`src/logic/fosr_pkg.sv`:
```
// constants and types shared by the flash status host controller
package fosr_pkg;

  // ----------------------------------------------------------------
  // widths and timing
  // ----------------------------------------------------------------
  localparam int ADDR_W   = 22;
  localparam int DATA_W   = 16;
  localparam int CLK_NS   = 20;
  localparam int T_ACC_NS = 70;
  localparam int T_WE_NS  = 35;
  localparam int SYNC_CYC = 2;
  localparam int ACC_CYC  = (T_ACC_NS + CLK_NS - 1) / CLK_NS;
  localparam int WE_CYC   = (T_WE_NS + CLK_NS - 1) / CLK_NS;
  localparam int RD_CYC   = ACC_CYC + SYNC_CYC;

  // ----------------------------------------------------------------
  // software register map (byte offsets)
  // ----------------------------------------------------------------
  localparam logic [7:0] REG_CTRL   = 8'h00;
  localparam logic [7:0] REG_ADDR   = 8'h04;
  localparam logic [7:0] REG_DATA   = 8'h08;
  localparam logic [7:0] REG_STATUS = 8'h0C;
  localparam logic [7:0] REG_RESULT = 8'h10;

  // status register bit positions
  localparam int ST_BUSY  = 0;
  localparam int ST_DONE  = 1;
  localparam int ST_FAIL  = 2;
  localparam int ST_ABORT = 3;
  localparam int ST_TLIM  = 4;
  localparam int ST_NACC  = 5;
  localparam int ST_READY = 6;

  // ----------------------------------------------------------------
  // polling word bit positions
  // ----------------------------------------------------------------
  localparam int PB_POLL   = 7;
  localparam int PB_TOGGLE = 6;
  localparam int PB_TLIM   = 5;
  localparam int PB_ETIMER = 3;
  localparam int PB_ABORT  = 1;

  // ----------------------------------------------------------------
  // device command words and unlock addresses
  // ----------------------------------------------------------------
  localparam logic [DATA_W-1:0] CMD_UNLOCK1 = 16'h00AA;
  localparam logic [DATA_W-1:0] CMD_UNLOCK2 = 16'h0055;
  localparam logic [DATA_W-1:0] CMD_RESET   = 16'h00F0;
  localparam logic [DATA_W-1:0] CMD_SR_READ = 16'h0070;
  localparam logic [DATA_W-1:0] CMD_SECT_ER = 16'h0030;
  localparam logic [ADDR_W-1:0] ADR_UNLOCK1 = 22'h000555;
  localparam logic [ADDR_W-1:0] ADR_UNLOCK2 = 22'h0002AA;

  typedef enum logic [2:0] {
    OP_NONE, OP_WRITE, OP_READ, OP_SR_READ, OP_POLL, OP_ADD_SECTOR
  } fosr_op_t;

endpackage

```
`src/logic/fosr_cyc_if.sv`:
```
// single flash bus cycle request and answer between host core and pin engine
`timescale 1ns/1ps
interface fosr_cyc_if;
  import fosr_pkg::*;
  logic              req;
  logic              wr;
  logic [ADDR_W-1:0] addr;
  logic [DATA_W-1:0] wdata;
  logic              done;
  logic [DATA_W-1:0] rdata;
  modport core (output req, wr, addr, wdata, input done, rdata);
  modport eng  (input req, wr, addr, wdata, output done, rdata);
endinterface

```
`src/logic/fosr_bus_cycle.sv`:
```
// pin engine: runs one asynchronous read or write cycle on the flash pins
`timescale 1ns/1ps
module fosr_bus_cycle (
  // clock and reset
  input  wire logic                   clk_i,
  input  wire logic                   sys_rst_i,
  // core side
  fosr_cyc_if.eng                     cyc,
  // flash pins
  output logic [fosr_pkg::ADDR_W-1:0] addr_o,
  output logic [fosr_pkg::DATA_W-1:0] dq_o,
  input  wire logic [fosr_pkg::DATA_W-1:0] dq_i,
  output logic                        dq_oe_n_o,
  output logic                        ce_n_o,
  output logic                        oe_n_o,
  output logic                        we_n_o
);
  import fosr_pkg::*;

  typedef enum logic [1:0] {C_IDLE, C_SETUP, C_STROBE, C_HOLD} fosr_cst_t;

  fosr_cst_t         st_reg;
  logic              wr_reg;
  logic [3:0]        cnt_reg;
  logic [DATA_W-1:0] dq_s1_reg;
  logic [DATA_W-1:0] dq_s2_reg;
  logic              done_reg;
  logic [DATA_W-1:0] rdata_reg;

  assign cyc.done  = done_reg;
  assign cyc.rdata = rdata_reg;

  // ----------------------------------------------------------------
  // data pin synchroniser
  // ----------------------------------------------------------------
  always_ff @(posedge clk_i) begin
    dq_s1_reg <= dq_i;
    dq_s2_reg <= dq_s1_reg;
  end

  // ----------------------------------------------------------------
  // cycle sequencer
  // ----------------------------------------------------------------
  always_ff @(posedge clk_i) begin
    if (sys_rst_i) begin
      st_reg    <= C_IDLE;
      wr_reg    <= 1'b0;
      cnt_reg   <= 4'h0;
      done_reg  <= 1'b0;
      rdata_reg <= 16'h0000;
      addr_o    <= 22'h000000;
      dq_o      <= 16'h0000;
      dq_oe_n_o <= 1'b1;
      ce_n_o    <= 1'b1;
      oe_n_o    <= 1'b1;
      we_n_o    <= 1'b1;
    end else begin
      done_reg <= 1'b0;
      case (st_reg)
        C_IDLE: if (cyc.req) begin
          // address and chip enable settle one cycle before the strobe
          wr_reg    <= cyc.wr;
          addr_o    <= cyc.addr;
          dq_o      <= cyc.wdata;
          dq_oe_n_o <= ~cyc.wr;
          ce_n_o    <= 1'b0;
          st_reg    <= C_SETUP;
        end
        C_SETUP: begin
          we_n_o  <= ~wr_reg;
          oe_n_o  <= wr_reg;
          cnt_reg <= wr_reg ? 4'(WE_CYC - 1) : 4'(RD_CYC - 1);
          st_reg  <= C_STROBE;
        end
        C_STROBE: begin
          if (cnt_reg == 4'h0) begin
            // read data sampled after access time plus the sync delay
            if (!wr_reg) rdata_reg <= dq_s2_reg;
            we_n_o <= 1'b1;
            oe_n_o <= 1'b1;
            st_reg <= C_HOLD;
          end else begin
            cnt_reg <= cnt_reg - 4'h1;
          end
        end
        C_HOLD: begin
          ce_n_o    <= 1'b1;
          dq_oe_n_o <= 1'b1;
          done_reg  <= 1'b1;
          st_reg    <= C_IDLE;
        end
        default: st_reg <= C_IDLE;
      endcase
    end
  end

endmodule // fosr_bus_cycle

```
`src/logic/fosr_host.sv`:
```
// host controller that commands a parallel flash and decodes its status
//
// Implementation choices: strobed register access and the address map.
`timescale 1ns/1ps
// Behaviour
// - host checks timer before and after adds
// - abort bit set; host sends abort reset
// - host polls at valid operation address
// - failure: host sends reset or clear
module fosr_host (
  // clock and reset
  input  wire logic                   clk_i,
  input  wire logic                   sys_rst_i,
  // software register port
  input  wire logic [7:0]             reg_addr_i,
  input  wire logic [31:0]            reg_wdata_i,
  input  wire logic                   reg_wr_i,
  input  wire logic                   reg_rd_i,
  output logic [31:0]                 reg_rdata_o,
  // flash pins
  output logic [fosr_pkg::ADDR_W-1:0] flash_addr_o,
  output logic [fosr_pkg::DATA_W-1:0] flash_dq_o,
  input  wire logic [fosr_pkg::DATA_W-1:0] flash_dq_i,
  output logic                        flash_dq_oe_n_o,
  output logic                        flash_ce_n_o,
  output logic                        flash_oe_n_o,
  output logic                        flash_we_n_o,
  input  wire logic                   ready_busy_output_i
);
  import fosr_pkg::*;

  typedef enum logic [3:0] {
    H_IDLE, H_WRITE, H_READ, H_SR_CMD, H_SR_RD, H_POLL_A, H_POLL_B,
    H_ADD_PRE, H_ADD_CMD, H_ADD_POST, H_RECOV
  } fosr_hst_t;

  fosr_cyc_if cyc ();

  fosr_hst_t         st_reg;
  logic              go_reg;
  logic              req_reg;
  logic [ADDR_W-1:0] addr_reg;
  logic [DATA_W-1:0] data_reg;
  logic [DATA_W-1:0] result_reg;
  logic [DATA_W-1:0] prev_reg;
  logic              fail_seen_reg;
  logic              rec_abort_reg;
  logic [1:0]        rec_idx_reg;
  logic              done_flag_reg;
  logic              fail_flag_reg;
  logic              abort_flag_reg;
  logic              tlim_flag_reg;
  logic              nacc_flag_reg;
  logic              rb_s1_reg;
  logic              rb_s2_reg;
  logic              start;
  fosr_op_t          op;
  logic              toggling;
  logic              rec_last;

  // ----------------------------------------------------------------
  // pin engine
  // ----------------------------------------------------------------
  fosr_bus_cycle u_cycle (
    .clk_i     (clk_i),
    .sys_rst_i (sys_rst_i),
    .cyc       (cyc.eng),
    .addr_o    (flash_addr_o),
    .dq_o      (flash_dq_o),
    .dq_i      (flash_dq_i),
    .dq_oe_n_o (flash_dq_oe_n_o),
    .ce_n_o    (flash_ce_n_o),
    .oe_n_o    (flash_oe_n_o),
    .we_n_o    (flash_we_n_o)
  );

  // recovery word: abort reset is a three-write unlock, else one reset
  function automatic logic [ADDR_W+DATA_W-1:0] rec_word(
    input logic [1:0] idx, input logic ab, input logic [ADDR_W-1:0] a);
    if (!ab) rec_word = {a, CMD_RESET};
    else if (idx == 2'd0) rec_word = {ADR_UNLOCK1, CMD_UNLOCK1};
    else if (idx == 2'd1) rec_word = {ADR_UNLOCK2, CMD_UNLOCK2};
    else rec_word = {ADR_UNLOCK1, CMD_RESET};
  endfunction

  assign start    = reg_wr_i && reg_addr_i == REG_CTRL && st_reg == H_IDLE;
  assign op       = fosr_op_t'(reg_wdata_i[2:0]);
  assign toggling = cyc.rdata[PB_TOGGLE] ^ prev_reg[PB_TOGGLE];
  assign rec_last = rec_abort_reg ? (rec_idx_reg == 2'd2) : 1'b1;
  assign cyc.req  = req_reg;

  // ----------------------------------------------------------------
  // cycle content per state
  // ----------------------------------------------------------------
  always_comb begin
    cyc.wr    = 1'b0;
    cyc.addr  = addr_reg;
    cyc.wdata = data_reg;
    case (st_reg)
      H_WRITE: cyc.wr = 1'b1;
      H_SR_CMD: begin
        cyc.wr    = 1'b1;
        cyc.addr  = ADR_UNLOCK1;
        cyc.wdata = CMD_SR_READ;
      end
      H_ADD_CMD: begin
        cyc.wr    = 1'b1;
        cyc.wdata = CMD_SECT_ER;
      end
      H_RECOV: begin
        cyc.wr = 1'b1;
        {cyc.addr, cyc.wdata} = rec_word(rec_idx_reg, rec_abort_reg,
                                         addr_reg);
      end
      default: cyc.wr = 1'b0;
    endcase
  end

  // ----------------------------------------------------------------
  // ready/busy synchroniser
  // ----------------------------------------------------------------
  always_ff @(posedge clk_i) begin
    if (sys_rst_i) begin
      // reset to the pulled-up idle level so no false busy follows reset
      rb_s1_reg <= 1'b1;
      rb_s2_reg <= 1'b1;
    end else begin
      rb_s1_reg <= ready_busy_output_i;
      rb_s2_reg <= rb_s1_reg;
    end
  end

  // ----------------------------------------------------------------
  // operand registers, frozen while an operation runs
  // ----------------------------------------------------------------
  always_ff @(posedge clk_i) begin
    if (sys_rst_i) begin
      addr_reg <= 22'h000000;
      data_reg <= 16'h0000;
    end else if (st_reg == H_IDLE && reg_wr_i) begin
      if (reg_addr_i == REG_ADDR) addr_reg <= reg_wdata_i[ADDR_W-1:0];
      if (reg_addr_i == REG_DATA) data_reg <= reg_wdata_i[DATA_W-1:0];
    end
  end

  // ----------------------------------------------------------------
  // operation sequencer
  // ----------------------------------------------------------------
  always_ff @(posedge clk_i) begin
    if (sys_rst_i) begin
      st_reg         <= H_IDLE;
      go_reg         <= 1'b0;
      req_reg        <= 1'b0;
      result_reg     <= 16'h0000;
      prev_reg       <= 16'h0000;
      fail_seen_reg  <= 1'b0;
      rec_abort_reg  <= 1'b0;
      rec_idx_reg    <= 2'd0;
      done_flag_reg  <= 1'b0;
      fail_flag_reg  <= 1'b0;
      abort_flag_reg <= 1'b0;
      tlim_flag_reg  <= 1'b0;
      nacc_flag_reg  <= 1'b0;
    end else begin
      req_reg <= 1'b0;
      if (st_reg == H_IDLE) begin
        go_reg <= 1'b0;
        if (start && op != OP_NONE) begin
          done_flag_reg  <= 1'b0;
          fail_flag_reg  <= 1'b0;
          abort_flag_reg <= 1'b0;
          tlim_flag_reg  <= 1'b0;
          nacc_flag_reg  <= 1'b0;
          fail_seen_reg  <= 1'b0;
          rec_idx_reg    <= 2'd0;
          case (op)
            OP_WRITE:      st_reg <= H_WRITE;
            OP_READ:       st_reg <= H_READ;
            OP_SR_READ:    st_reg <= H_SR_CMD;
            OP_POLL:       st_reg <= H_POLL_A;
            OP_ADD_SECTOR: st_reg <= H_ADD_PRE;
            default:       st_reg <= H_IDLE;
          endcase
        end
      end else if (!go_reg) begin
        req_reg <= 1'b1;
        go_reg  <= 1'b1;
      end else if (cyc.done) begin
        go_reg <= 1'b0;
        case (st_reg)
          H_SR_CMD: st_reg <= H_SR_RD;
          H_POLL_A: begin
            // first read of the pair is kept as the toggle reference
            prev_reg <= cyc.rdata;
            st_reg   <= H_POLL_B;
          end
          H_POLL_B: begin
            result_reg <= cyc.rdata;
            if (!toggling) begin
              done_flag_reg <= 1'b1;
              st_reg        <= H_IDLE;
            end else if (cyc.rdata[PB_ABORT]) begin
              abort_flag_reg <= 1'b1;
              rec_abort_reg  <= 1'b1;
              st_reg         <= H_RECOV;
            end else if (cyc.rdata[PB_TLIM] && fail_seen_reg) begin
              // toggling survived a recheck after the limit bit rose
              tlim_flag_reg <= 1'b1;
              fail_flag_reg <= 1'b1;
              rec_abort_reg <= 1'b0;
              st_reg        <= H_RECOV;
            end else begin
              fail_seen_reg <= fail_seen_reg | cyc.rdata[PB_TLIM];
              st_reg        <= H_POLL_A;
            end
          end
          H_ADD_PRE: begin
            result_reg <= cyc.rdata;
            if (cyc.rdata[PB_ETIMER]) begin
              // erase already running; the added sector would be lost
              nacc_flag_reg <= 1'b1;
              done_flag_reg <= 1'b1;
              st_reg        <= H_IDLE;
            end else begin
              st_reg <= H_ADD_CMD;
            end
          end
          H_ADD_CMD: st_reg <= H_ADD_POST;
          H_ADD_POST: begin
            result_reg    <= cyc.rdata;
            nacc_flag_reg <= cyc.rdata[PB_ETIMER];
            done_flag_reg <= 1'b1;
            st_reg        <= H_IDLE;
          end
          H_RECOV: begin
            rec_idx_reg <= rec_idx_reg + 2'd1;
            if (rec_last) begin
              done_flag_reg <= 1'b1;
              st_reg        <= H_IDLE;
            end
          end
          default: begin
            result_reg    <= cyc.rdata;
            done_flag_reg <= 1'b1;
            st_reg        <= H_IDLE;
          end
        endcase
      end
    end
  end

  // ----------------------------------------------------------------
  // register read port, data one cycle after the strobe
  // ----------------------------------------------------------------
  always_ff @(posedge clk_i) begin
    if (sys_rst_i) begin
      reg_rdata_o <= 32'h00000000;
    end else if (reg_rd_i) begin
      case (reg_addr_i)
        REG_CTRL:   reg_rdata_o <= {31'h0, st_reg != H_IDLE};
        REG_ADDR:   reg_rdata_o <= {10'h000, addr_reg};
        REG_DATA:   reg_rdata_o <= {16'h0000, data_reg};
        REG_STATUS: reg_rdata_o <= {25'h0, rb_s2_reg, nacc_flag_reg,
                                    tlim_flag_reg, abort_flag_reg,
                                    fail_flag_reg, done_flag_reg,
                                    st_reg != H_IDLE};
        REG_RESULT: reg_rdata_o <= {16'h0000, result_reg};
        default:    reg_rdata_o <= 32'h00000000;
      endcase
    end else begin
      reg_rdata_o <= 32'h00000000;
    end
  end

endmodule // fosr_host

```
`config.mk`:
```
export PLATFORM = sky130hd
export DESIGN_NAME = fosr_host
export DESIGN_NICKNAME = d
export VERILOG_FILES = /design/src/logic/fosr_pkg.sv /design/src/logic/fosr_cyc_if.sv /design/src/logic/fosr_bus_cycle.sv /design/src/logic/fosr_host.sv
export SDC_FILE = /design/constraint.sdc
export NUM_CORES = 1
export LEC_CHECK = 0
export ABC_AREA = 1
export BUFFER_PORTS_ARGS = -buffer_cell sky130_fd_sc_hd__buf_2
export CORE_UTILIZATION = 50
export CTS_CLUSTER_DIAMETER = 40
export DETAILED_ROUTE_END_ITERATION = 7
export GPL_ROUTABILITY_DRIVEN = 0
export PLACE_DENSITY_LB_ADDON = 0.2
export SYNTH_ARGS = -nofsm -noshare
export SYNTH_HDL_FRONTEND = slang
export SYNTH_SLANG_ARGS = --single-unit
```
`constraint.sdc`:
```
create_clock -name clk_i -period 1.6 [get_ports clk_i]
set_input_delay 0.16 -clock clk_i [delete_from_list [all_inputs] [get_ports clk_i]]
set_output_delay 0.16 -clock clk_i [all_outputs]
set_load 0.02 [all_outputs]
```
* Yosys cells after proc, flatten, opt, wreduce, memory -nomap -nowiden
Index checks and enable logic that the tools add are counted.
** Word-level totals
- Flip-flop bits (word level) :: 207
- Input bits :: 61
- Output and inout bits :: 74
- Logic and storage cells :: 192
** Cells by class
- Add/subtract/negate cells :: 2
- Equality and inequality tests :: 32
- Multiplexer cells :: 75
- Bitwise gates (word level) :: 7
- Reductions and logical operators :: 46
** Operator list (number)
- one-hot mux 22 bit (5 select lines) :: 1
- two-way mux 27 bit :: 2
- one-hot mux 16 bit (3 select lines) :: 1
- one-hot mux 22 bit (2 select lines) :: 1
- two-way mux 1 bit :: 41
- two-way mux 4 bit :: 10
- two-way mux 38 bit :: 1
- one-hot mux 4 bit (6 select lines) :: 1
- AND reduction 7 bit :: 3
- nonzero test 2 bit :: 10
- equality test 8 x 4 -> 1 bit (second input constant) :: 2
- AND reduction 4 bit :: 4
- one-hot mux 3 bit (5 select lines) :: 1
- two-way mux 2 bit :: 7
- AND reduction 2 bit :: 7
- equality test 4 x 3 -> 1 bit (second input constant) :: 3
- equality test 4 bit (second input constant) :: 3
- AND reduction 6 bit :: 2
- one-hot mux 1 bit (2 select lines) :: 5
- equality test 8 x 3 -> 1 bit (second input constant) :: 1
- equality test 8 x 5 -> 1 bit (second input constant) :: 1
- logical NOT 4 bit :: 2
- logical NOT 8 bit :: 1
- inequality test 2 bit (second input constant) :: 4
- other kinds (28) :: 48

* Depth between registers and ports, before layout
Gate-level depths: netlist of run 1.
- Depth after elaboration :: 8
- Gate-level depth with buffers :: 11

* Cells and area by module
Synthesis of run 1 repeated with hierarchy kept, for this count alone.
** Second synthesis, totals
- Cells, all modules :: 1006
- Area total of the unflattened synthesis :: 7539.7 µm²
** Modules (own cells, without submodules)
- fosr_host :: times used 1, cells an instance 648, area each 4419.2 µm²
- fosr_bus_cycle :: times used 1, cells an instance 358, area each 3120.5 µm²

* Worst setup path before layout of run 1
OpenSTA, ideal clock, no wires.
- Path type :: register to register
- Start :: reg u_cycle.st_reg[0]
- End :: reg u_cycle.rdata_reg[10] (netlist: u_cycle.cyc.rdata[10])
- Arrival :: 1422 ps
- Setup slack :: 62 ps
- Stages on the path, launching flop included :: 9
- Cells stage by stage :: dfxtp_1 inv_1 ha_1 nand3_1 nor2_1 inv_2 clkbuf_1 nor2_1 nor2_1
** On the way
- Word-level cells in the longest chain between the ends :: 2
** RTL lines
- start, declared :: line fosr_bus_cycle.sv:22 : fosr_cst_t st_reg;
- start signal, assigned :: line fosr_bus_cycle.sv:46 : st_reg <= C_IDLE;
- start signal, assigned :: line fosr_bus_cycle.sv:67 : st_reg <= C_SETUP;
- start signal, assigned :: line fosr_bus_cycle.sv:73 : st_reg <= C_STROBE;
- equality test 2 bit :: line fosr_bus_cycle.sv:59 : case (st_reg)
- AND reduction 3 bit (no source line)
- end signal, assigned :: line fosr_bus_cycle.sv:78 : if (!wr_reg) rdata_reg <= dq_s2_reg;
- end, declared :: line fosr_bus_cycle.sv:28 : logic [DATA_W-1:0] rdata_reg;
No other way between the ends.
A chain may end at the register's enable or synchronous reset.

* Worst setup path after layout of run 1
- Start :: reg u_cycle.st_reg[0]
- End :: reg u_cycle.addr_o[0] (netlist name)
** On the way
- Word-level cells in the longest chain between the ends :: 2
** RTL lines
- logical NOT 2 bit :: line fosr_bus_cycle.sv:59
- AND reduction 2 bit (no source line)
- end signal, assigned :: line fosr_bus_cycle.sv:63 : addr_o <= cyc.addr;
- end, declared :: line fosr_bus_cycle.sv:10 : output logic [fosr_pkg::ADDR_W-1:0] addr_o,
No other way between the ends.

==> results.md, run 1 <==
- Result of the run: finished clean
- Startpoint types: flop
- Root Buffer Master: sky130_fd_sc_hd__clkbuf_16
- H-tree Lvls: 4
- TritonCTS clock tree: yes
- Vias after detailed routing: 6427
- Clock group share of total power: 0.399
- Post-layout minimum cycle time: 1.50 ns
- Number of ports placed on the die boundary: 135
- MaxCap Viol Count: 0
- Type of the worst setup path: flop to flop
- Y dimension of the die: 122 um
- Number of distinct library cell variants in the gate-level netlist after synthesis: 36
- Clock skew after layout: 0.00874 ns
- Power Total: 10.3 mW
- Combinational fraction of design power: 0.098
- Overall global routing resource usage: 0.248
- Wire length of the first global-routing pass: 28000 um
- Warning count from the yosys run: 0
- Number of flip-flops and latches in the synthesized netlist: 191
- FILL cells: 1261
- TritonRoute pass-1 iters: 7
- Final instance area: 9000 um^2
- Maximum clock frequency: 0.665 GHz
- Cells after synthesis: 916
- Placed inst area: 8150 um^2
- Number of global-route vias before repair: 5843
- Post-synth design cell area: 7200 um^2
- Leakage power: 3.95 nW
- Worst-skew pair later-pin latency: 0.43 ns
- Final hold violation count: 0
- Area Growth Syn to Fin: 25.1%
- Arrival time of the worst setup path: 1.83 ns
- Number of buffers inserted by port buffering: 114
- Final count of pins violating max slew: 0
- Portion of total power attributed to sequential cells: 0.503
- Internal power consumption: 7.64 mW
- Post-synthesis async set-or-reset flop share: 0
- Core region area: 13900 um^2
- Endpoint class of the critical path: flop
- Post-synthesis average cell area: 7.86 um^2
- Post-CTS Repair Setup Buffers: 0
- Hold Slack: 0.0240 ns
- Total power per unit cell area: 1140 nW/um^2
- Required time of the critical path: 1.92 ns
- Clk sink count: 191
- Detail-routed via count per cell: 5.07
- Post-layout instance count excluding filler cells: 1267
- Number of buffers on the longest clock path: 2
- Half-perimeter wire length after detailed placement: 12700 um
- Portion of the post-synthesis area used by sequential elements: 0.531
- Critical-path maximum fanout: 12
- Starting Density: 0.516
- Number of buffers created by CTS: 17
- Global route overflow: 0
- DRC violation count after routing: 0
- Final wirelength: 17900 um
- Fraction of layout instances using a drive strength above 1: 0.214
- Routed wirelength normalized by instance count: 14.1 um
- Antenna violation net count after detailed routing: 0
- Clock transition time at the flip-flop clock pins of the worst setup and hold paths: 0.07 ns
- Antenna violations before repair: 0
- Register-to-register setup slack: 0.1 ns
- Main flop type after synthesis: sky130_fd_sc_hd__dfxtp_1
- Number of DRC markers in iteration 0: 495
- Full die area: 14900 um^2
- Number of rows created at floorplan: 43
- Final antenna diode count: 0
- Switching fraction of total power: 0.258
- Nets: 1147
- Number of enable flip-flop cells after synthesis: 0
- Net switching power: 2.65 mW
- Post-route clock period utilization: 0.940
- Final count of negative-setup-slack endpoints: 0
- Maximum number of pins on one net before global-route repair: 70
- Width of the chip: 122 um
- Worst vdd rail ir drop: 0.000950 V
- Hold Crit Class: primary input to flop
- Share of the core filled with cells: 0.646
- Placed instance count: 1214
-- area by class of cell --
type,instances,area (um^2),area share
Timing Repair Buffer,179,1170,0.130
Inverter,83,314,0.0349
Clock inverter,12,124,0.0138
Multi-Input combinational cell,603,2900,0.322
Clock buffer,19,443,0.0492
Tap cell,180,225,0.0250
Sequential cell,191,3830,0.425
-- synth_stat cells (3+ instances only) --
cell | number | area [um^2]
sky130_fd_sc_hd__o21ai_0 | 100 | 500
sky130_fd_sc_hd__nor2_2 | 4 | 25.0
sky130_fd_sc_hd__nand2_2 | 5 | 31.3
sky130_fd_sc_hd__or2_2 | 3 | 18.8
sky130_fd_sc_hd__ha_1 | 11 | 138
sky130_fd_sc_hd__a31oi_1 | 3 | 18.8
sky130_fd_sc_hd__o22ai_1 | 7 | 43.8
sky130_fd_sc_hd__dfxtp_1 | 191 | 3820
sky130_fd_sc_hd__nand4_1 | 3 | 18.8
sky130_fd_sc_hd__nand2_1 | 160 | 601
sky130_fd_sc_hd__buf_4 | 11 | 82.6
sky130_fd_sc_hd__nand3_1 | 47 | 235
sky130_fd_sc_hd__inv_1 | 73 | 274
sky130_fd_sc_hd__a21oi_1 | 95 | 475
sky130_fd_sc_hd__inv_2 | 8 | 30.0
sky130_fd_sc_hd__o211ai_1 | 8 | 60.1
sky130_fd_sc_hd__buf_2 | 13 | 65.1
sky130_fd_sc_hd__nor3_1 | 5 | 25.0
sky130_fd_sc_hd__clkbuf_1 | 22 | 82.6
sky130_fd_sc_hd__nor2_1 | 130 | 488
-- final timing paths --
| check | depth (start not counted) | startpoint | end |
|---|---|---|---|
| setup reg to reg | 8 | u_cycle.st_reg[0]$_SDFFE_PP0P_ | u_cycle.addr_o[0]$_SDFFE_PP0P_ |
| setup / recovery | 8 | u_cycle.st_reg[0]$_SDFFE_PP0P_ | u_cycle.addr_o[0]$_SDFFE_PP0P_ |
| hold reg to reg | 0 | u_cycle.dq_s1_reg[0]$_DFF_P_ | u_cycle.dq_s2_reg[0]$_DFF_P_ |
| hold / removal | 3 | reg_wdata_i[21] | addr_reg[21]$_SDFFE_PP0P_ |
-- timing repair --
| action | in CTS | in global routing |
|---|---|---|
| setup endpoints to repair | 13 | 69 |
| pin swaps | 0 | 3 |
| endpoints found under the hold margin | 21 | 1 |
| resized for setup | 3 | 22 |
| hold buffers | 21 | 1 |
-- worst max-delay path, cell delays in order, from the launching register on --
cell and delay (ns):
sky130_fd_sc_hd__dfxtp_2 0.33, sky130_fd_sc_hd__inv_1 0.10, sky130_fd_sc_hd__ha_1 0.19, sky130_fd_sc_hd__nand2_1 0.09
sky130_fd_sc_hd__buf_4 0.20, sky130_fd_sc_hd__nor2_2 0.16, sky130_fd_sc_hd__o21ai_4 0.11, sky130_fd_sc_hd__a21oi_2 0.16
sky130_fd_sc_hd__nor2_1 0.06
-- power groups by stage --
stage	clock (mW)	sequential, mW	combinational [mW]
2_1_floorplan	0	5.26	0.659
3_5_place_dp	0	5.28	0.952
4_1_cts	4.16	5.18	0.998
3_3_place_gp	0	5.28	0.931
6_report	4.10	5.18	1.01
5_1_grt	4.38	5.21	1.15
-- layer usage --
metal | part of all wire | track usage
met1 | 0.45 | 0.315
met3 | 0.048 | 0.0506
met2 | 0.47 | 0.404
met5 | 0 | 0
met4 | 0.030 | 0.113
-- per-stage QoR --
step | setup TNS [ns] | worst slack [ns]
final | 0 | 0.0965
after global routing | -0.00311 | -0.00311
after detailed placement | -0.0508 | -0.0286
after floorplan | 0 | 0.0619
after CTS | 0 | 0.00651
after global placement | 0 | 0.00681
-- layout by cell type (no fill, tap or decap), drive strengths merged, types with 7 or more instances in the layout --
master and instances:
ha 11, inv 90, a21oi 96, o21ai 101
dlygate4sd3 22, buf 157, nand2 166, clkbuf 19
conb 10, nor2 134, nand3 49, dfxtp 191
o211ai 8, o22ai 7
-- kinds of logic (layout without fill, tap and decap cells) --
logic type                 count (synthesis)  in the layout  synth area share
AOI/OAI and AO/OA                        218            218             0.160
xor gates and xnor gates                   2              2           0.00243
adders and majority gates                 11             11            0.0191
buffers and inverters                    131            293            0.0788
DFF                                      191            191             0.531
other                                      1             10          0.000521
and+or+nand+nor                          362            362             0.208
Power figures use the tool's default switching activity.
==> run 2, diff against run 1 <==
- CORE_ASPECT_RATIO: default -> 1.25
==> results.md, run 2 (synthesized netlist as in run 1, its figures left out) <==
- Result of the run: finished clean
- CP cell instances: inv_1, nor2_1, nand2_1, nor2_1, nand2_1, nand2_1, nand3_1, a21oi_1
- Required time of the critical path: 1.97 ns
- Cell family contributing the most delay on the critical path: simple AND/OR/NAND/NOR gates
- Most Used Layer, Global Route: met2
- Post-layout minimum cycle time: 1.52 ns
- Final count of negative-setup-slack endpoints: 0
- Critical Path Max Stage Delay: 0.40 ns
- Total power per unit cell area: 1170 nW/um^2
- Number of buffers created by CTS: 17
- Fraction of met3 tracks used by global routing: 0.0475
- TritonRoute pass-1 iters: 5
- Full die area: 14900 um^2
- Number of rows created at floorplan: 48
- Wire length of the first global-routing pass: 28300 um
- H-tree Lvls: 4
- Grt met2 use: 0.439
- Clock skew after layout: 0.0101 ns
- Final instance area: 9020 um^2
- MaxCap Viol Count: 0
- Maximum number of pins on one net before global-route repair: 47
- Width of the chip: 109 um
- Critical-path maximum fanout: 4
- Post-CTS Repair Setup Buffers: 0
- Clk sink count: 191
- Root Buffer Master: sky130_fd_sc_hd__clkbuf_16
- Arrival time of the worst setup path: 1.89 ns
- Worst-case setup slack after placement: 0.0491 ns
- Fraction of layout instances using a drive strength above 1: 0.206
- Met1 track utilization from global routing: 0.292
- Final hold violation count: 0
- Final total negative setup slack: 0 ns
- Overall global routing resource usage: 0.250
- Number of ports placed on the die boundary: 135
- DRC violation count after routing: 0
- Placed inst area: 8130 um^2
- Hold Slack: 0.00944 ns
- CP bufs+invs: 1
- Worst-skew pair later-pin latency: 0.44 ns
- Leakage power: 3.96 nW
- Placed instance count: 1204
- Vias after detailed routing: 6386
- Top library cells by usage in the layout, fill and taps aside: sky130_fd_sc_hd__dfxtp_1, sky130_fd_sc_hd__nand2_1, sky130_fd_sc_hd__nor2_1, sky130_fd_sc_hd__buf_2, sky130_fd_sc_hd__o21ai_0
- Core region area: 13900 um^2
- Number of buffers inserted by port buffering: 114
- Cell with the biggest individual delay on the critical path: sky130_fd_sc_hd__dfxtp_2
- Share of the core filled with cells: 0.648
- Half-perimeter wire length after detailed placement: 12700 um
- Antenna violations before repair: 0
- Detail-routed via count per cell: 5.08
- Number of DRC markers in iteration 0: 501
- Antenna violation net count after detailed routing: 0
- Clock transition time at the flip-flop clock pins of the worst setup and hold paths: 0.07 ns
- Final count of pins violating max slew: 0
- Worst vdd rail ir drop: 0.000886 V
- Final wirelength: 17900 um
- Y dimension of the die: 136 um
- Number of buffers on the longest clock path: 2
- Hold Crit Class: primary input to flop
- Commonest non-fill, non-tap cell in the layout: sky130_fd_sc_hd__dfxtp_1
- Power Total: 10.6 mW
- Starting Density: 0.517
- Post-route clock period utilization: 0.949
- Post-layout instance count excluding filler cells: 1258
- Most common cell type on the critical path: sky130_fd_sc_hd__nand2_1
- Nets: 1142
- Global route overflow: 0
- Routed wirelength normalized by instance count: 14.2 um
- Startpoint types: flop
- Maximum clock frequency: 0.658 GHz
- Area Growth Syn to Fin: 25.4%
- Number of global-route vias before repair: 5918
- TritonCTS clock tree: yes
- Worst Setup Slack, final: 0.0811 ns
- Final antenna diode count: 0
- Unrepaired setup endpoints after global routing: true
- Type of the worst setup path: flop to flop
- Endpoint class of the critical path: flop
run 2: per-layer routing:
metal  up-vias  wire (um)
met5         -          0
met4         0        528
met3        29        816
met2       192       9060
met1      2901       7490
li1       3264          -
run 2: final timing paths:
kind	cells after the start	slack, ns	end	startpoint
max	8	0.08	fail_seen_reg$_SDFFE_PP0P_	st_reg[2]$_SDFFE_PP0P_
min	3	0.009	data_reg[3]$_SDFFE_PP0P_	reg_wdata_i[3]
max reg2reg	8	0.08	fail_seen_reg$_SDFFE_PP0P_	st_reg[2]$_SDFFE_PP0P_
min reg2reg	0	0.33	u_cycle.dq_s2_reg[4]$_DFF_P_	u_cycle.dq_s1_reg[4]$_DFF_P_
run 2: layout make-up:
class	count	area, um^2
Fill cell	1223	4910
Sequential cell	191	3830
Multi-Input combinational cell	603	2870
Timing Repair Buffer	174	1150
Clock buffer	17	425
Inverter	83	314
Tap cell	175	219
Clock inverter	15	213
run 2: repair_timing:
| action | CTS | global route |
|---|---|---|
| gates resized for setup | 0 | 15 |
| hold buffers | 22 | 0 |
| endpoints found under the hold margin | 22 | 0 |
| setup endpoints to repair | 0 | 77 |
run 2: power breakdown:
group / internal, mW / total (mW) / leakage [nW] / switching (mW)
Clock: 2.29 / 4.40 / 0.308 / 2.11
Combinational: 0.389 / 1.01 / 2.10 / 0.621
Sequential: 5.02 / 5.17 / 1.56 / 0.153
run 2: tightest hold or removal path, cell delays in order:
cell,delay (ns)
sky130_fd_sc_hd__buf_2,0.11
sky130_fd_sc_hd__nand3_1,0.07
sky130_fd_sc_hd__a21oi_1,0.06
==> run 3, diff against run 2 <==
- CORE_UTILIZATION: 50 -> 45
- SETUP_SLACK_MARGIN: default -> 0.15
==> results.md, run 3 (synthesized netlist as in run 1, its figures left out) <==
- CP cell instances: nor2_4, nand3_4, nor2_2, nand2_2, nand2_4, nand2_2, nor2_1, nor2_1
- CP bufs+invs: 0
- Type of the worst setup path: flop to flop
- Final wirelength: 18200 um
- Number of ports placed on the die boundary: 135
- Worst-skew pair later-pin latency: 0.44 ns
- Endpoint of the worst register-to-register path: st_reg[2]$_SDFFE_PP0P_
- Commonest non-fill, non-tap cell in the layout: sky130_fd_sc_hd__dfxtp_1
- Routed wirelength normalized by instance count: 13.9 um
- Startpoint types: flop
- Clock group share of total power: 0.403
- Endpoint class of the critical path: flop
- Core region area: 15600 um^2
- TritonCTS clock tree: yes
- Cell with the biggest individual delay on the critical path: sky130_fd_sc_hd__dfxtp_4
- Number of buffers created by CTS: 17
- Overall global routing resource usage: 0.226
- Unrepaired setup endpoints after global routing: true
- Wire length of the first global-routing pass: 28300 um
- Number of instances on the worst hold path: 3
- Antenna violation net count after detailed routing: 0
- MaxCap Viol Count: 0
- Result of the run: finished clean
- Full die area: 16500 um^2
- Final total negative setup slack: 0 ns
- Final count of negative-setup-slack endpoints: 0
- TritonRoute pass-1 iters: 5
- Starting Density: 0.460
- Top library cells by usage in the layout, fill and taps aside: sky130_fd_sc_hd__dfxtp_1, sky130_fd_sc_hd__nand2_1, sky130_fd_sc_hd__nor2_1, sky130_fd_sc_hd__buf_2, sky130_fd_sc_hd__a21oi_1
- Critical-path maximum fanout: 6
- Combinational fraction of design power: 0.107
- Nets: 1154
- Global route overflow: 0
- Depth of the most critical reg-to-reg path: 8
- Clock skew after layout: 0.0103 ns
- Register-to-register setup slack: 0.17 ns
- Critical Path Max Stage Delay: 0.37 ns
- Hold Crit Class: primary input to flop
- Maximum number of pins on one net before global-route repair: 54
- Vias after detailed routing: 6389
- Post-layout minimum cycle time: 1.43 ns
- Fraction of layout instances using a drive strength above 1: 0.235
- Antenna violations before repair: 1
- Net switching power: 2.95 mW
- Total power per unit cell area: 1130 nW/um^2
- Number of buffers on the longest clock path: 2
- Arrival time of the worst setup path: 1.77 ns
- Leakage power: 4.05 nW
- Required time of the critical path: 1.94 ns
- Y dimension of the die: 143 um
- Hold Startpoint: reg_wdata_i[21]
- Post-route clock period utilization: 0.894
- Cell family contributing the most delay on the critical path: simple AND/OR/NAND/NOR gates
- Worst Setup Slack, final: 0.169 ns
- Startpoint of the most critical register-to-register path: st_reg[2]$_SDFFE_PP0P_
- Portion of total power attributed to sequential cells: 0.490
- Clock transition time at the flip-flop clock pins of the worst setup and hold paths: 0.07 ns
- Number of DRC markers in iteration 0: 453
- Switching fraction of total power: 0.280
- Worst Hold Path EP: addr_reg[21]$_SDFFE_PP0P_
- Half-perimeter wire length after detailed placement: 12800 um
- Number of buffers inserted by port buffering: 114
- Width of the chip: 115 um
- Internal power consumption: 7.61 mW
- Final hold violation count: 0
- H-tree Lvls: 4
- Clk sink count: 191
- Area Growth Syn to Fin: 29.9%
- Root Buffer Master: sky130_fd_sc_hd__clkbuf_16
- Detail-routed via count per cell: 4.88
- Maximum clock frequency: 0.699 GHz
- Worst vdd rail ir drop: 0.000838 V
- Number of global-route vias before repair: 5848
- DRC violation count after routing: 0
- Worst-case setup slack after placement: 0.00866 ns
- Number of rows created at floorplan: 51
- Final count of pins violating max slew: 0
run 3: cell types whose count changed in the layout (fill, tap and decap cells not counted), moves of 3 or more:
cell / change
sky130_fd_sc_hd__inv_1: -3
sky130_fd_sc_hd__buf_6: +3
sky130_fd_sc_hd__nand2_1: -6
sky130_fd_sc_hd__nor2_1: -7
sky130_fd_sc_hd__dfxtp_1: -3
sky130_fd_sc_hd__nor2_4: +5
sky130_fd_sc_hd__o21ai_0: -12
sky130_fd_sc_hd__buf_4: +3
sky130_fd_sc_hd__dlygate4sd3_1: +3
sky130_fd_sc_hd__o21ai_1: +12
sky130_fd_sc_hd__ha_1: -3
sky130_fd_sc_hd__ha_2: +3
sky130_fd_sc_hd__inv_4: +4
run 3: worst min-delay path: cells and delay by family:
family,cells,cell delay (ns)
AOI/OAI and AO/OA,2,0.17
buffers and inverters,1,0.08
run 3: worst max-delay path by stage:
stage                                         from                         endpoint  slack, ns  depth (start not counted)
floorplan           u_cycle.st_reg[0]$_SDFFE_PP0P_    u_cycle.dq_o[10]$_SDFFE_PP0P_       0.15                          8
finish                      st_reg[2]$_SDFFE_PP0P_           st_reg[2]$_SDFFE_PP0P_       0.17                          8
global route                st_reg[2]$_SDFFE_PP0P_           st_reg[2]$_SDFFE_PP0P_       0.07                          9
CTS                         st_reg[0]$_SDFFE_PP0P_        addr_reg[12]$_SDFFE_PP0P_       0.10                          7
detailed placement          st_reg[3]$_SDFFE_PP0P_        addr_reg[12]$_SDFFE_PP0P_      0.009                          7
global placement            st_reg[1]$_SDFFE_PP0P_  u_cycle.addr_o[10]$_SDFFE_PP0P_       0.06                          8
run 3: cell type report:
class / count / area [um^2]
fill: 1422 / 6290
sequential: 191 / 3840
multi-input combinational: 603 / 3010
timing repair buffer: 186 / 1290
clock buffer: 17 / 425
inverter: 83 / 324
tap: 212 / 265
clock inverter: 15 / 189
antenna: 1 / 2.50
run 3: power by group through the flow:
stage	clock network [mW]	registers, mW	logic, mW
after floorplan	0	5.26	0.667
after CTS	4.34	5.17	1.04
after global placement	0	5.28	0.931
after detailed placement	0	5.29	0.950
final	4.26	5.18	1.13
after global routing	4.57	5.22	1.28
run 3: stage by stage:
step | cells | cell area, um^2 | power, mW | util | hold slack [ns]
2_1_floorplan | 925 | 7240 | 5.93 | - | 0.188
6_report | 1308 | 9350 | 10.6 | 0.598 | 0.000351
3_3_place_gp | 1241 | 8170 | 6.21 | 0.522 | 0.264
3_5_place_dp | 1241 | 8170 | 6.24 | 0.522 | 0.264
5_1_grt | 1308 | 9350 | 11.1 | 0.598 | 0.0190
4_1_cts | 1300 | 9120 | 10.6 | 0.583 | 0.00520
run 3: what timing repair did:
item | CTS | global route
pin swaps | 3 | 13
setup buffers | 2 | 6
endpoints found under the setup margin | 87 | 114
hold buffers | 25 | 0
hold endpoints to repair | 25 | 0
gates resized for setup | 19 | 57
gates cloned | 0 | 1
run 3: layer usage:
metal,share of wire,wire length (um),track usage,vias to the layer above
li1,-,-,-,3290
met4,0.034,610,0.133,0
met5,0,0,0,-
met2,0.50,9170,0.388,178
met1,0.43,7740,0.266,2882
met3,0.038,685,0.0329,39
